**config.mk**
```make
export PLATFORM = sky130hd
export DESIGN_NAME = pmc_config
export DESIGN_NICKNAME = d
export VERILOG_FILES = /design/src/design/pmc_pkg.sv /design/src/design/pmc_config.sv /design/src/design/pmc_ms_timer.sv
export SDC_FILE = /design/constraint.sdc
export NUM_CORES = 1
export LEC_CHECK = 0
export BUFFER_PORTS_ARGS = -buffer_cell sky130_fd_sc_hd__buf_2
export CAP_MARGIN = 20
export CORE_MARGIN = 3
export CORE_UTILIZATION = 60
export DETAILED_ROUTE_END_ITERATION = 16
export HOLD_SLACK_MARGIN = 0.03
export PLACE_DENSITY = 0.91
export SLEW_MARGIN = 20
export SYNTH_ARGS = -nofsm -noshare
export SYNTH_HDL_FRONTEND = slang
export SYNTH_SLANG_ARGS = --single-unit
export TNS_END_PERCENT = 50
```
**constraint.sdc**
```tcl
create_clock -name mclk_i -period 6.9 [get_ports mclk_i]
set_clock_uncertainty 0.05 [all_clocks]
set_input_delay 0 -clock mclk_i [delete_from_list [all_inputs] [get_ports mclk_i]]
set_output_delay 0 -clock mclk_i [all_outputs]
set_load 0.02 [all_outputs]
```
**src/design/pmc_pkg.sv**
```systemverilog
package pmc_pkg;

  // ----------------------------------------------------------------
  // register placement and layout
  // ----------------------------------------------------------------
  localparam logic [7:0] CFG_ADDR = 8'h13;   // subaddress of the config register
  localparam logic [7:0] CFG_RESET = 8'h4C;  // value after reset
  localparam logic [7:0] CFG_KEEP_MASK = 8'hFC; // threshold bits 1:0 not held here
  localparam int BIT_HOLD = 7;               // button hold time select
  localparam int BIT_OUT2_DRV = 6;           // out_two_driver_type
  localparam int BIT_ROUTE = 5;              // pin_one_routing_select
  localparam int BIT_DLY_HI = 4;             // good_assert_delay msb
  localparam int BIT_DLY_LO = 3;             // good_assert_delay lsb
  localparam int BIT_TIGHT = 2;              // supervisor_tight_select

  // ----------------------------------------------------------------
  // timing
  // ----------------------------------------------------------------
  localparam int CLK_PERIOD_NS = 40;         // 25 MHz clock
  localparam int MS_NS = 1000000;            // one millisecond in ns
  localparam int CYC_PER_MS = MS_NS / CLK_PERIOD_NS;
  localparam int S_MS = 1000;                // one second in ms
  localparam int HOLD_SHORT_S = 8;           // button hold, bit clear
  localparam int HOLD_LONG_S = 15;           // button hold, bit set
  localparam int PG_DLY0_MS = 10;
  localparam int PG_DLY1_MS = 20;
  localparam int PG_DLY2_MS = 50;
  localparam int PG_DLY3_MS = 150;
  localparam int MS_W = 16;                  // width of millisecond counts
  localparam logic [MS_W-1:0] HOLD_SHORT_MS = MS_W'(HOLD_SHORT_S * S_MS);
  localparam logic [MS_W-1:0] HOLD_LONG_MS = MS_W'(HOLD_LONG_S * S_MS);

  // ----------------------------------------------------------------
  // carriers
  // ----------------------------------------------------------------
  typedef struct packed {
    logic out;     // level driven when enabled
    logic oe_n;    // low while the pin is driven
  } pmc_pin_type;

endpackage

```
**src/design/pmc_config.sv**
```systemverilog
`timescale 1ns/1ns
// What this block does
// RULE_01: bit 7 picks button hold 8s or 15s
// RULE_02: bit 6 picks output two open-drain or push-pull
// RULE_03: bit 5 clear: pin one open-drain output
// RULE_04: bit 5 set: pin one input drives output two
// RULE_05: bits 4-3 set rising power-good delay only
// RULE_06: bit 2 tightens threshold and enables overvoltage
// RULE_07: software unlocks password before writes take effect
// RULE_08: routing set: level bits ignored for outputs
// RULE_09: delay timer restarts when supplies drop out
module pmc_config
  import pmc_pkg::*;
#(
  parameter int CYC_MS = CYC_PER_MS          // clock cycles per millisecond
)(
  input wire logic mclk_i,
  input wire logic rstn_i,
  input wire logic wr_en_i,                  // register write strobe
  input wire logic [7:0] addr_i,             // register subaddress
  input wire logic [7:0] wdata_i,            // write data
  input wire logic unlock_i,                 // password sequence satisfied
  input wire logic [1:0] level_bits_i,       // output level bits, [0] pin one, [1] out two
  input wire logic pb_n_i,                   // push button pin, low when pressed
  input wire logic supplies_good_i,          // all monitored rails in range
  input wire logic over_voltage_i,           // any rail above its window
  input wire logic general_pin_one_i,        // pin one level
  output logic [7:0] rdata_o,                // read data
  output logic general_pin_one_o,
  output logic general_pin_one_oe_n_o,
  output logic general_output_two_o,
  output logic general_output_two_oe_n_o,
  output logic supervisor_tight_o,           // tight threshold to the comparators
  output logic power_good_o,                 // delayed power good
  output logic button_reset_o                // one-cycle forced reset request
);

  // ----------------------------------------------------------------
  // state
  // ----------------------------------------------------------------
  localparam int DIV_W = $clog2(CYC_MS + 1);

  typedef struct packed {
    logic [7:0] cfg;              // configuration register
    logic [1:0] pb_sync;          // button synchroniser
    logic [1:0] good_sync;        // supplies good synchroniser
    logic [1:0] ov_sync;          // overvoltage synchroniser
    logic [1:0] pin1_sync;        // pin one synchroniser
    logic [DIV_W-1:0] div;        // millisecond divider
    logic tick;                   // millisecond enable pulse
    logic hold_done_q;            // previous hold timer state
    logic [7:0] rdata;
    pmc_pin_type pin1;
    pmc_pin_type out2;
    logic tight;
    logic pg;
    logic btn_rst;
  } pmc_cfg_type;

  pmc_cfg_type st_ff;
  pmc_cfg_type nxt_st;

  logic hold_done;                // button held long enough
  logic pg_done;                  // power good delay expired
  logic [MS_W-1:0] hold_limit;    // selected hold time in ms
  logic [MS_W-1:0] pg_limit;      // selected delay in ms
  logic rails_ok;                 // rails in range, overvoltage if watched
  logic cfg_hit;                  // access addresses the register

  // ----------------------------------------------------------------
  // selections
  // ----------------------------------------------------------------
  // hold time and delay decode
  always_comb begin
    hold_limit = st_ff.cfg[BIT_HOLD] ? HOLD_LONG_MS : HOLD_SHORT_MS; // RULE_01
    case (st_ff.cfg[BIT_DLY_HI:BIT_DLY_LO])                          // RULE_05
      2'h0: pg_limit = MS_W'(PG_DLY0_MS);
      2'h1: pg_limit = MS_W'(PG_DLY1_MS);
      2'h2: pg_limit = MS_W'(PG_DLY2_MS);
      default: pg_limit = MS_W'(PG_DLY3_MS);
    endcase
  end

  // overvoltage only counts with the tight setting
  assign rails_ok = st_ff.good_sync[1] && !(st_ff.cfg[BIT_TIGHT] && st_ff.ov_sync[1]); // RULE_06
  assign cfg_hit = (addr_i == CFG_ADDR);

  // ----------------------------------------------------------------
  // timers
  // ----------------------------------------------------------------
  // button hold timer, runs while the button is pressed
  pmc_ms_timer u_hold (
    .mclk_i(mclk_i),
    .rstn_i(rstn_i),
    .tick_i(st_ff.tick),
    .run_i(!st_ff.pb_sync[1]),
    .limit_i(hold_limit),
    .done_o(hold_done)
  );

  // power good delay, restarts on any dropout
  pmc_ms_timer u_pg (
    .mclk_i(mclk_i),
    .rstn_i(rstn_i),
    .tick_i(st_ff.tick),
    .run_i(rails_ok),
    .limit_i(pg_limit),
    .done_o(pg_done)
  );

  // ----------------------------------------------------------------
  // next state
  // ----------------------------------------------------------------
  always_comb begin
    nxt_st = st_ff;
    // synchronisers
    nxt_st.pb_sync = {st_ff.pb_sync[0], pb_n_i};
    nxt_st.good_sync = {st_ff.good_sync[0], supplies_good_i};
    nxt_st.ov_sync = {st_ff.ov_sync[0], over_voltage_i};
    nxt_st.pin1_sync = {st_ff.pin1_sync[0], general_pin_one_i};
    // millisecond divider
    if (st_ff.div == DIV_W'(CYC_MS - 1)) begin
      nxt_st.div = '0;
      nxt_st.tick = 1'b1;
    end else begin
      nxt_st.div = st_ff.div + DIV_W'(1);
      nxt_st.tick = 1'b0;
    end
    // write only when unlocked
    if (wr_en_i && cfg_hit && unlock_i) begin                       // RULE_07
      nxt_st.cfg = wdata_i & CFG_KEEP_MASK;
    end
    // read back, other addresses answer zero
    nxt_st.rdata = cfg_hit ? st_ff.cfg : 8'h00;
    // pin one: input when routed, else open-drain output
    nxt_st.pin1.out = 1'b0;
    if (st_ff.cfg[BIT_ROUTE]) begin
      nxt_st.pin1.oe_n = 1'b1;                                      // RULE_04
    end else begin
      nxt_st.pin1.oe_n = level_bits_i[0];                           // RULE_03
    end
    // output two: level from pin one when routed, level bit otherwise
    if (st_ff.cfg[BIT_ROUTE]) begin
      nxt_st.out2.out = st_ff.pin1_sync[1];                         // RULE_08
    end else begin
      nxt_st.out2.out = level_bits_i[1];                            // RULE_03
    end
    if (st_ff.cfg[BIT_OUT2_DRV]) begin
      nxt_st.out2.oe_n = 1'b0;                                      // RULE_02
    end else begin
      nxt_st.out2.oe_n = nxt_st.out2.out;                           // RULE_02
      nxt_st.out2.out = 1'b0;
    end
    // supervisor
    nxt_st.tight = st_ff.cfg[BIT_TIGHT];                            // RULE_06
    nxt_st.pg = pg_done && rails_ok;                                // RULE_05
    // reset request on the edge of the hold timer
    nxt_st.hold_done_q = hold_done;
    nxt_st.btn_rst = hold_done && !st_ff.hold_done_q;               // RULE_01
  end

  // register
  always_ff @(posedge mclk_i) begin
    if (!rstn_i) begin
      st_ff <= '{cfg: CFG_RESET, pb_sync: 2'h3, pin1: '{out: 1'b0, oe_n: 1'b1},
                 out2: '{out: 1'b0, oe_n: 1'b1}, default: '0};
    end else begin
      st_ff <= nxt_st;
    end
  end

  // ----------------------------------------------------------------
  // outputs
  // ----------------------------------------------------------------
  assign rdata_o = st_ff.rdata;
  assign general_pin_one_o = st_ff.pin1.out;
  assign general_pin_one_oe_n_o = st_ff.pin1.oe_n;
  assign general_output_two_o = st_ff.out2.out;
  assign general_output_two_oe_n_o = st_ff.out2.oe_n;
  assign supervisor_tight_o = st_ff.tight;
  assign power_good_o = st_ff.pg;
  assign button_reset_o = st_ff.btn_rst;

  // ----------------------------------------------------------------
  // checks
  // ----------------------------------------------------------------
  chk_cfg_reset_val: assert property (@(posedge mclk_i) disable iff (!rstn_i) // RULE_05
    $past(!rstn_i) |-> st_ff.cfg == CFG_RESET)
    else $error("config not at reset value");

  chk_locked_write: assert property (@(posedge mclk_i) disable iff (!rstn_i) // RULE_07
    wr_en_i && cfg_hit && !unlock_i |=> $stable(st_ff.cfg))
    else $error("locked write changed config");

  chk_open_write: assert property (@(posedge mclk_i) disable iff (!rstn_i) // RULE_07
    wr_en_i && cfg_hit && unlock_i |=> st_ff.cfg == ($past(wdata_i) & CFG_KEEP_MASK))
    else $error("unlocked write not taken");

  chk_pin_one_input: assert property (@(posedge mclk_i) disable iff (!rstn_i) // RULE_04
    st_ff.cfg[BIT_ROUTE] |=> general_pin_one_oe_n_o)
    else $error("pin one driven while routed as input");

  chk_route_follow: assert property (@(posedge mclk_i) disable iff (!rstn_i) // RULE_08
    st_ff.cfg[BIT_ROUTE] && !st_ff.cfg[BIT_OUT2_DRV]
      |=> general_output_two_oe_n_o == $past(st_ff.pin1_sync[1]))
    else $error("output two not following pin one");

  chk_pp_drive: assert property (@(posedge mclk_i) disable iff (!rstn_i) // RULE_02
    st_ff.cfg[BIT_OUT2_DRV] |=> !general_output_two_oe_n_o)
    else $error("push-pull output released");

  chk_od_level: assert property (@(posedge mclk_i) disable iff (!rstn_i) // RULE_03
    !st_ff.cfg[BIT_ROUTE] && !st_ff.cfg[BIT_OUT2_DRV]
      |=> general_output_two_oe_n_o == $past(level_bits_i[1]) && !general_output_two_o)
    else $error("open-drain output two wrong");

  chk_pg_fall: assert property (@(posedge mclk_i) disable iff (!rstn_i) // RULE_05
    !st_ff.good_sync[1] |=> !power_good_o)
    else $error("power good not dropped at once");

  chk_pg_rise: assert property (@(posedge mclk_i) disable iff (!rstn_i) // RULE_09
    $rose(power_good_o) |-> $past(pg_done) && $past(rails_ok))
    else $error("power good rose before delay");

  chk_button_pulse: assert property (@(posedge mclk_i) disable iff (!rstn_i) // RULE_01
    button_reset_o |=> !button_reset_o ##1 !button_reset_o)
    else $error("button reset not a single pulse");

  chk_tight_out: assert property (@(posedge mclk_i) disable iff (!rstn_i) // RULE_06
    st_ff.cfg[BIT_TIGHT] |=> supervisor_tight_o)
    else $error("tight select not passed out");

endmodule

```
**src/design/pmc_ms_timer.sv**
```systemverilog
`timescale 1ns/1ns
module pmc_ms_timer
  import pmc_pkg::*;
(
  input wire logic mclk_i,
  input wire logic rstn_i,
  input wire logic tick_i,                  // one pulse per millisecond
  input wire logic run_i,                   // count while high, clear when low
  input wire logic [MS_W-1:0] limit_i,      // target in milliseconds
  output logic done_o                       // high once limit reached while running
);

  // ----------------------------------------------------------------
  // state
  // ----------------------------------------------------------------
  typedef struct packed {
    logic [MS_W-1:0] cnt;  // elapsed milliseconds
    logic done;            // target reached
  } pmc_tmr_type;

  pmc_tmr_type st_ff;
  pmc_tmr_type nxt_st;

  // next state: any drop of run restarts from zero
  always_comb begin
    nxt_st = st_ff;
    if (!run_i) begin
      nxt_st.cnt = '0;                      // RULE_09
    end else if (tick_i && (st_ff.cnt < limit_i)) begin
      nxt_st.cnt = st_ff.cnt + MS_W'(1);
    end
    nxt_st.done = run_i && (st_ff.cnt >= limit_i);
  end

  // register
  always_ff @(posedge mclk_i) begin
    if (!rstn_i) begin
      st_ff <= '0;
    end else begin
      st_ff <= nxt_st;
    end
  end

  assign done_o = st_ff.done;

  // done only follows a full count with run held
  chk_done_count: assert property (@(posedge mclk_i) disable iff (!rstn_i) // RULE_09
    $rose(done_o) |-> $past(run_i) && ($past(st_ff.cnt) >= $past(limit_i)))
    else $error("timer done without full count");

endmodule

```
==> results.toml, run 1 <==
[run_status]
status = "finished clean"

[critical_path]
crit_fanout = 6
max_stage_delay_ns = 0.47
end_kind = "flip-flop"
start_kind = "flip-flop"
arrival_ns = 2.93
crit_chain = "inv_1, nand2_1, ha_1, a211o_2, a2111oi_4, nand3_2, nor4_1, mux2i_1"
critPathSlowestCell = "nor4_1"
required_ns = 7.14
crit_type = "flip-flop to flip-flop"

[place]
port_buffers = 35
hpwl_um = 4930
gp_congestion = 0.873

[synth]
ys_warn_count = 0
synth_top_family_by_area = "simple AND/OR/NAND/NOR gates"
synth_xor_area_frac = 0.0328
ys_seq_area_frac = 0.445
synth.area.top_cells = "dfxtp_1 44%, ha_1 6.1%, and2_1 3.8%, mux2i_1 3.8%, nor2_1 3.7%"
syn_inst = 382
synthAdderAreaFrac = 0.0613
yosys.area.top_type = "dfxtp_1"
synth_top_area_frac = 0.445
syn-cell-area_um2 = 3470
ys_ff_latch = 77
async_flop_share = 0
synth_ff_type = "dfxtp_1"
muxShareOfSynthArea = 0.0408
syn_area_per_cell_um2 = 9.08
yosys.area_share.simple = 0.285
synth_cell_types = 43
synth_compound_area_frac = 0.0844
synth-edff-count = 0

[hold_path]
hold_class = "input pin to flip-flop"

[cts]
hold_buffers = 20
cts_htree_levels = 3
cts_resized = 0
clock_sinks = 77
ctsLongestPathBuffers = 2
clk_pin_slew_ns = 0.09
cts_setup_buffers = 0
cts_tree = "built"
clock_latency_ns = 0.36
root_buffer = "clkbuf_8"
cts_made_buffers = 9

[routing]
drt.antenna.violating_nets = 0
route.detailed.drc = 0
wl_per_cell_um = 16.6
first_iter_violations = 387
vias_per_cell = 5.94
drt_first_pass_iters = 5
wl_um = 8420
vias = 3019

[sta]
worst_pin_slew_ns = 0.788
fmax_mhz = 372
drv_slew = 0
final-hold-violation-count = 0
hold_slack_ns = 0.159
rsz0062_at_grt = "false"
final-setup-viol-count = 0
fin_crit_sh = 0.390
relSlewSlack = 0.474
fin_tns_setup_ns = 0
period_needed_ns = 2.69

[job]
cap_violations = 0

[finish]
drive_gt1_frac = 0.142
finalNetCount = 474
num_antenna_cells = 0
syn_to_final_growth_pct = 16.7

[floorplan]
fp.dieArea_um2 = 6730
fp-row-count = 27
die_width_um = 82.0
start_util = 0.626
num_io_pins = 41
core_area_um2 = 5540
die_height_um = 82.0

[power]
peakVddDrop_v = 0.000202
p_leak_nw = 1.52
p_per_area_nw_per_um2 = 215

[global_routing]
grt_max_degree = 22
track_usage = 0.276
grt_pass1_wl_um = 14000
grt_pass1_vias = 2958
overflow = 0
antenna_found_initial = 0
## cells in the final DEF, fill, tap and decap left out, drive strengths merged, types with 10 or more instances in the layout
| cell type | n |
|---|---|
| nand3 | 18 |
| and2 | 21 |
| dlygate4sd3 | 20 |
| mux2i | 13 |
| nand2 | 33 |
| a21oi | 15 |
| ha | 17 |
| inv | 15 |
| buf | 35 |
| o21ai | 10 |
| nand2b | 10 |
| nor2 | 34 |
| nor4 | 10 |
| dfxtp | 77 |
## path summary, 6_finish.rpt
check                           startpoint              to  slack [ns]  cells after the start
worst max register to register   st_ff[43]   u_pg.st_ff[8]        4.21                      8
worst max-delay path             st_ff[43]   u_pg.st_ff[8]        4.21                      8
worst min-delay path               wr_en_i       st_ff[44]        0.16                      5
worst min register to register   st_ff[15]  button_reset_o        0.34                      1
## per-layer routing
metal / wire length [um] / vias to the layer above / share of wire / global-route usage
li1: - / 1430 / - / -
met2: 4250 / 170 / 0.51 / 0.468
met5: 0 / - / 0 / 0
met4: 260 / 0 / 0.031 / 0.130
met1: 3310 / 1384 / 0.39 / 0.327
met3: 600 / 35 / 0.071 / 0.0691
## layout make-up
class / count / area [um2]
Multi-Input combinational cell: 273 / 1760
Sequential cell: 77 / 1540
Fill cell: 356 / 1500
Timing Repair Buffer: 55 / 375
Clock buffer: 9 / 124
Clock inverter: 7 / 98.8
Tap cell: 72 / 90.1
Inverter: 15 / 56.3
## cell usage after synthesis (2+ instances only)
cell type and number:
nand4_1 7, or2_2 6, nor2b_1 3, buf_4 10, o21ai_0 10, nand2_1 33
xor2_1 7, inv_1 14, nor2_1 34, xnor2_1 6, nor4b_1 3, nand3_1 17
or4_1 7, nor3_1 9, o211ai_1 2, nand2b_1 10, and2_1 21, o31ai_1 7
clkbuf_1 7, and3_1 9, or3_1 6, a21oi_1 15, dfxtp_1 77, nand4b_1 4
mux2i_1 13, ha_1 17, nor4_1 10, a31oi_1 3
## power breakdown
part	leakage, nW	switching (mW)	internal (mW)	total [mW]
logic	0.798	0.0168	0.0161	0.0329
registers	0.624	0.00286	0.449	0.452
clock network	0.0981	0.181	0.205	0.386
## state kept, by name, summed over array words and instances, names as in the netlist
name,cells
power_good_o,1
st_ff,26
nxt_st,5
button_reset_o,1
u_hold.done_o,1
general_output_two_o,1
supervisor_tight_o,1
rdata_o,6
u_pg.done_o,1
u_pg.st_ff,16
u_hold.st_ff,16
general_pin_one_oe_n_o,1
general_output_two_oe_n_o,1
## cell families after synthesis
| logic type | after synthesis |
|---|---|
| buf+inv | 34 |
| xor+xnor | 13 |
| mux | 14 |
| simple gates | 182 |
| flops | 77 |
| compound gates | 44 |
| fa+ha+maj | 17 |
| other cells | 1 |
## through the flow
| step | cell area (um2) | util | cells | setup WS [ns] | total power, mW |
|---|---|---|---|---|---|
| 3_3_place_gp | 3620 | 0.654 | 472 | 4.34 | 0.484 |
| 2_1_floorplan | 3470 | - | 384 | 4.49 | 0.476 |
| 4_1_cts | 4050 | 0.730 | 508 | 4.26 | 0.865 |
| 5_1_grt | 4050 | 0.730 | 508 | 4.05 | 0.891 |
| 6_report | 4050 | 0.730 | 508 | 4.21 | 0.871 |
| 3_5_place_dp | 3620 | 0.654 | 472 | 4.28 | 0.485 |
## critical path: cells and delay by family (launching register included)
family | cells | cell delay, ns
AO/OA/AOI/OAI | 2 | 0.81
AND/OR/NAND/NOR | 3 | 0.75
flip-flops | 1 | 0.34
adder cells (fa/ha/maj) | 1 | 0.29
multiplexers | 1 | 0.24
buffers and inverters | 1 | 0.13
Note: power is estimated with default switching activity, not from simulation.
==> run 2, diff against run 1 <==
--- a/config.mk
+++ b/config.mk
@@ -5,13 +5,14 @@
 export SDC_FILE = /design/constraint.sdc
 export NUM_CORES = 1
 export LEC_CHECK = 0
+export ABC_AREA = 1
 export BUFFER_PORTS_ARGS = -buffer_cell sky130_fd_sc_hd__buf_2
 export CAP_MARGIN = 20
 export CORE_MARGIN = 3
-export CORE_UTILIZATION = 60
+export CORE_UTILIZATION = 53
 export DETAILED_ROUTE_END_ITERATION = 16
 export HOLD_SLACK_MARGIN = 0.03
-export PLACE_DENSITY = 0.91
+export PLACE_DENSITY = 0.85
 export SLEW_MARGIN = 20
 export SYNTH_ARGS = -nofsm -noshare
 export SYNTH_HDL_FRONTEND = slang
==> constraint.sdc (replaced) <==
create_clock -name mclk_i -period 2.45 [get_ports mclk_i]
set_clock_uncertainty 0.05 [all_clocks]
set_input_delay 0 -clock mclk_i [delete_from_list [all_inputs] [get_ports mclk_i]]
set_output_delay 0 -clock mclk_i [all_outputs]
set_load 0.02 [all_outputs]
==> run 2 against run 1 <==
Against the previous run:
- design area rose by 9.6%
- core utilization shrank 8.1 points
- combinational power rose to 2.7 times the previous value
- non-clock buffer count is 9 higher
- routed wire length is 2.2% higher
- sequential cell count stayed put
==> results.toml, run 2 <==
[routing]
route.detailed.drc = 0
vias_per_cell = 5.11
vias = 3508
drt_first_pass_iters = 5
wl_um = 8610
first_iter_violations = 306
drt.antenna.violating_nets = 0
wl_per_cell_um = 12.5

[cts]
cts_setup_buffers = 0
clock_sinks = 77
root_buffer = "clkbuf_8"
hold_buffers = 27
clock_latency_ns = 0.36
clk_pin_slew_ns = 0.08
cts_resized = 0
cts_htree_levels = 3
ctsLongestPathBuffers = 2
cts_made_buffers = 9
cts_tree = "built"

[critical_path]
crit_path_end = "st_ff[46]"
worst_r2r_path_depth = 11
crit_type = "input pin to flip-flop"
r2r-start = "st_ff[43]"
reg2reg_to = "u_pg.st_ff[7]"
start_kind = "input pin"
arrival_ns = 2.46
end_kind = "flip-flop"
r2r_slack_ns = 0.28
startpoint = "addr_i[3]"
crit_fanout = 5
required_ns = 2.71

[floorplan]
die_height_um = 90.1
core_area_um2 = 6830
num_io_pins = 41
fp-row-count = 30
start_util = 0.548
fp.dieArea_um2 = 8110
die_width_um = 90.1

[sta]
rsz0062_at_grt = "false"
setup_slack_ns = 0.247
final-hold-violation-count = 0
fin_tns_setup_ns = 0
worst_pin_slew_ns = 0.657
period_needed_ns = 2.20
drv_slew = 0
fmax_mhz = 454
relSlewSlack = 0.561
fin_crit_sh = 0.899
final-setup-viol-count = 0

[finish]
layout_common_cells = "127 x nand2_1, 77 x dfxtp_1, 71 x nor2_1"
reg_top3 = "st_ff (26), u_hold.st_ff (16), u_pg.st_ff (16)"
num_antenna_cells = 0
largest_reg_flops = 26
syn_to_final_growth_pct = 18.3
drive_gt1_frac = 0.122
finalNetCount = 628
layout.cells.most_common = "nand2_1"
regMostFlops = "st_ff"
fin_area_um2 = 4430

[synth]
synth.area.top_cells = "dfxtp_1 41%, nand2_1 13%, nor2_1 7.1%, inv_1 7.0%, ha_1 5.7%"
synth-edff-count = 0
synth_top_area_frac = 0.411
yosys.area.top_type = "dfxtp_1"
async_flop_share = 0
ys_seq_area_frac = 0.411
syn_inst = 525
syn-cell-area_um2 = 3750
synth_ff_type = "dfxtp_1"
yosysMostFrequentCell = "nand2_1"
synth_common_cells = "127 x nand2_1, 77 x dfxtp_1, 71 x nor2_1"
ys_ff_latch = 77
synth_cell_types = 34
syn_area_per_cell_um2 = 7.14
ys_warn_count = 0

[job]
cap_violations = 0

[global_routing]
grt_pass1_vias = 3420
overflow = 0
grt_pass1_wl_um = 14600
track_usage = 0.218
grt_max_degree = 20
antenna_found_initial = 0

[place]
gp_congestion = 0.859
pre_cts_ws_ns = 0.429
hpwl_um = 5580
placed_area_um2 = 3950
port_buffers = 35

[power]
p_leak_nw = 1.97
p_per_area_nw_per_um2 = 531
peakVddDrop_v = 0.000320

[run_status]
status = "finished clean"

[hold_path]
hold_class = "input pin to flip-flop"
[run 2: cell types whose count changed in the layout (fill, tap and decap cells not counted), sizes merged, moves of 8 or more]
| cell | change |
|---|---|
| nor4 | -8 |
| mux2i | -12 |
| nand3 | +24 |
| nand2 | +99 |
| and3 | -9 |
| nor2 | +40 |
| inv | +59 |
| nand2b | -10 |
| a21oi | +18 |
| and2 | -21 |
[run 2: through the flow]
stage	util	cells	total power [mW]	hold WS, ns
floorplan	-	527	1.34	0.0416
global placement	0.578	643	1.36	0.131
detailed placement	0.578	643	1.37	0.133
CTS	0.649	686	2.37	0.312
global route	0.649	686	2.44	0.332
finish	0.649	686	2.35	0.310
[run 2: routing by layer]
layer	track usage	vias up	routed length, um
met5	0	-	0
met4	0.112	0	248
met3	0.0577	28	519
met2	0.369	136	4200
met1	0.251	1578	3640
li1	-	1766	-
[run 2: worst max-delay path, stage by stage]
cell	delay [ns]
dlygate4sd3_1	0.53
buf_2	0.15
nor4_4	0.43
nand3_1	0.13
dlygate4sd3_1	0.59
nand3_1	0.08
dlygate4sd3_1	0.55
[run 2: logic make-up after synthesis]
logic type / count (synthesis) / synth area share
xor gates and xnor gates: 11 / 0.0257
adders and majority gates: 17 / 0.0568
and+or+nand+nor: 281 / 0.332
muxes: 1 / 0.00267
buffers and inverters: 91 / 0.104
DFF: 77 / 0.411
other: 1 / 0.00100
AOI/OAI and AO/OA: 46 / 0.0658
[run 2: cell type report]
type / instances / area [um2]
Clock inverter: 4 / 55.1
Timing Repair Buffer: 64 / 460
Multi-Input combinational cell: 359 / 1820
Fill cell: 538 / 2400
Clock buffer: 12 / 155
Inverter: 74 / 278
Tap cell: 96 / 120
Sequential cell: 77 / 1540
[run 2: power breakdown]
part | total, mW | switching, mW | internal [mW] | leakage [nW]
registers | 1.27 | 0.00630 | 1.26 | 0.624
clock network | 0.992 | 0.461 | 0.532 | 0.103
logic | 0.0898 | 0.0469 | 0.0428 | 1.24
[run 2: worst min-delay path by stage]
stage / cells past startpoint / start / endpoint / slack [ns]
floorplan: 2 / level_bits_i[0] / general_pin_one_oe_n_o / 0.04
global placement: 3 / level_bits_i[0] / general_pin_one_oe_n_o / 0.13
detailed placement: 3 / level_bits_i[0] / general_pin_one_oe_n_o / 0.13
CTS: 4 / level_bits_i[0] / general_pin_one_oe_n_o / 0.31
global route: 4 / level_bits_i[0] / general_pin_one_oe_n_o / 0.33
finish: 4 / level_bits_i[0] / general_pin_one_oe_n_o / 0.31
==> run 3, diff against run 2 <==
--- a/config.mk
+++ b/config.mk
@@ -5,14 +5,13 @@
 export SDC_FILE = /design/constraint.sdc
 export NUM_CORES = 1
 export LEC_CHECK = 0
-export ABC_AREA = 1
 export BUFFER_PORTS_ARGS = -buffer_cell sky130_fd_sc_hd__buf_2
 export CAP_MARGIN = 20
 export CORE_MARGIN = 3
-export CORE_UTILIZATION = 53
+export CORE_UTILIZATION = 52
 export DETAILED_ROUTE_END_ITERATION = 16
 export HOLD_SLACK_MARGIN = 0.03
-export PLACE_DENSITY = 0.85
+export PLACE_DENSITY = 0.84
 export SLEW_MARGIN = 20
 export SYNTH_ARGS = -nofsm -noshare
 export SYNTH_HDL_FRONTEND = slang
==> run 3 against run 2 <==
Against the previous run:
- the flow now finishes with violations (negative setup slack)
- register-to-register slack worse by 0.40 ns
- clock power is 8% higher
- sequential cell count stayed put
- die area is 5.3% lower
- critical path depth is 2 higher
==> results.toml, run 3 (synthesis gave the netlist of run 1 again) <==
[run_status]
status = "finished with violations"
violations = "negative setup slack"

[floorplan]
die_width_um = 87.7
die_height_um = 87.7
fp.dieArea_um2 = 7680
fp-row-count = 29
core_area_um2 = 6420
num_io_pins = 41
start_util = 0.540

[finish]
layout.cells.most_common = "dfxtp_1"
regMostFlops = "st_ff"
layout_common_cells = "74 x dfxtp_1, 35 x buf_2, 34 x nor2_1"
fillers = 437
final_core_util = 0.662
syn_to_final_growth_pct = 22.6
num_antenna_cells = 0
largest_reg_flops = 26
reg_top3 = "st_ff (26), u_hold.st_ff (16), u_pg.st_ff (16)"
finalNetCount = 488
drive_gt1_frac = 0.196

[routing]
first_iter_violations = 187
drt_first_pass_iters = 4
vias_per_cell = 5.71
route.detailed.drc = 0
drt.antenna.violating_nets = 0
wl_um = 8390
wl_per_cell_um = 15.9
vias = 3009

[critical_path]
arrival_ns = 2.80
crit_type = "flip-flop to flip-flop"
crit_fanout = 6
start_kind = "flip-flop"
end_kind = "flip-flop"
r2r_slack_ns = -0.12
required_ns = 2.68

[sta]
fin_crit_sh = 1.05
final-setup-viol-count = 6
hold_slack_ns = 0.0680
fmax_mhz = 389
fin_tns_setup_ns = -0.401
relSlewSlack = 0.583
period_needed_ns = 2.57
worst_pin_slew_ns = 0.625
rsz0062_at_grt = "true"
final-hold-violation-count = 0
drv_slew = 0
setup_slack_ns = -0.117

[cts]
root_buffer = "clkbuf_8"
ctsLongestPathBuffers = 2
clk_pin_slew_ns = 0.09
clock_latency_ns = 0.35
clock_sinks = 77
cts_htree_levels = 3
cts_tree = "built"
cts_made_buffers = 9

[power]
power_switching_mw = 0.550
p_per_area_nw_per_um2 = 574
sequentialPowerShare = 0.521
p_leak_nw = 1.59
p_comb_frac = 0.038
clkPwrFrac = 0.441
internal_power_mw = 1.89
swShare = 0.226
peakVddDrop_v = 0.000441

[global_routing]
grt-busiest-layer = "met2"
grt_pass1_vias = 2895
grt_pass1_wl_um = 12900
antenna_found_initial = 0
grtUsageMet3 = 0.0574
grt_max_degree = 22
track_usage = 0.214
met2_usage = 0.361
overflow = 0
grt_util_met1 = 0.251

[hold_path]
hold_class = "input pin to flip-flop"

[job]
cap_violations = 0

[place]
hpwl_um = 5000
gp_congestion = 0.866
port_buffers = 35
[run 3: cell count changes in the layout (fill, tap and decap cells not counted), sizes merged, moves of 12 or more]
cell	previous run	this run
nand2	132	33
mux2i	1	13
inv	74	15
a21oi	33	15
and2	0	21
nor2	74	34
nand3	42	18
[run 3: timing repair]
action | 4_1_cts | 5_1_grt
hold buffers | 23 | 0
buffers inserted | 2 | 2
pin swaps | 5 | 9
endpoints found under the setup margin | 7 | 20
hold endpoints to repair | 18 | 0
gates resized for setup | 3 | 19
[run 3: cell type report]
cell class,instances,area (um2),share of cell area
clock buffer,9,124,0.0291
tap,77,96.3,0.0227
clock inverter,7,97.6,0.0230
sequential,77,1550,0.364
inverter,15,56.3,0.0132
timing repair buffer,69,492,0.116
multi-input combinational,273,1840,0.432
[run 3: worst paths after layout]
kind / endpoint / cells past startpoint / startpoint
setup / recovery: u_pg.st_ff[8] / 9 / st_ff[43]
hold / removal: st_ff[47] / 5 / wr_en_i
setup reg to reg: u_pg.st_ff[8] / 9 / st_ff[43]
hold reg to reg: button_reset_o / 1 / st_ff[15]
[run 3: per-layer routing]
layer	part of all wire	routed length, um
met1	0.41	3480
met2	0.49	4150
met3	0.051	430
met4	0.039	327
met5	0	0
[run 3: metrics by stage]
| stage | setup slack [ns] | instance area [um2] | power, mW | std cells |
|---|---|---|---|---|
| final | -0.117 | 4250 | 2.44 | 527 |
| after global routing | -0.226 | 4250 | 2.52 | 527 |
| after CTS | 0.00431 | 4160 | 2.44 | 525 |
| after detailed placement | -0.0853 | 3680 | 1.37 | 484 |
| after global placement | 0.00872 | 3680 | 1.36 | 484 |
| after floorplan | 0.0394 | 3470 | 1.34 | 384 |
[run 3: power by group through the flow]
stage | Sequential [mW] | Combinational, mW | Clock [mW]
floorplan | 1.30 | 0.0382 | 0
global placement | 1.30 | 0.0638 | 0
detailed placement | 1.30 | 0.0664 | 0
CTS | 1.27 | 0.0899 | 1.08
global route | 1.27 | 0.102 | 1.14
finish | 1.27 | 0.0936 | 1.07
[run 3: worst max-delay path: stages, from the launching register on]
cell,delay [ns]
dfxtp_2,0.39
or2_4,0.15
inv_2,0.04
ha_4,0.15
a211o_4,0.33
a2111oi_4,0.40
buf_4,0.20
nand3_4,0.10
nor4_1,0.45
mux2i_1,0.23
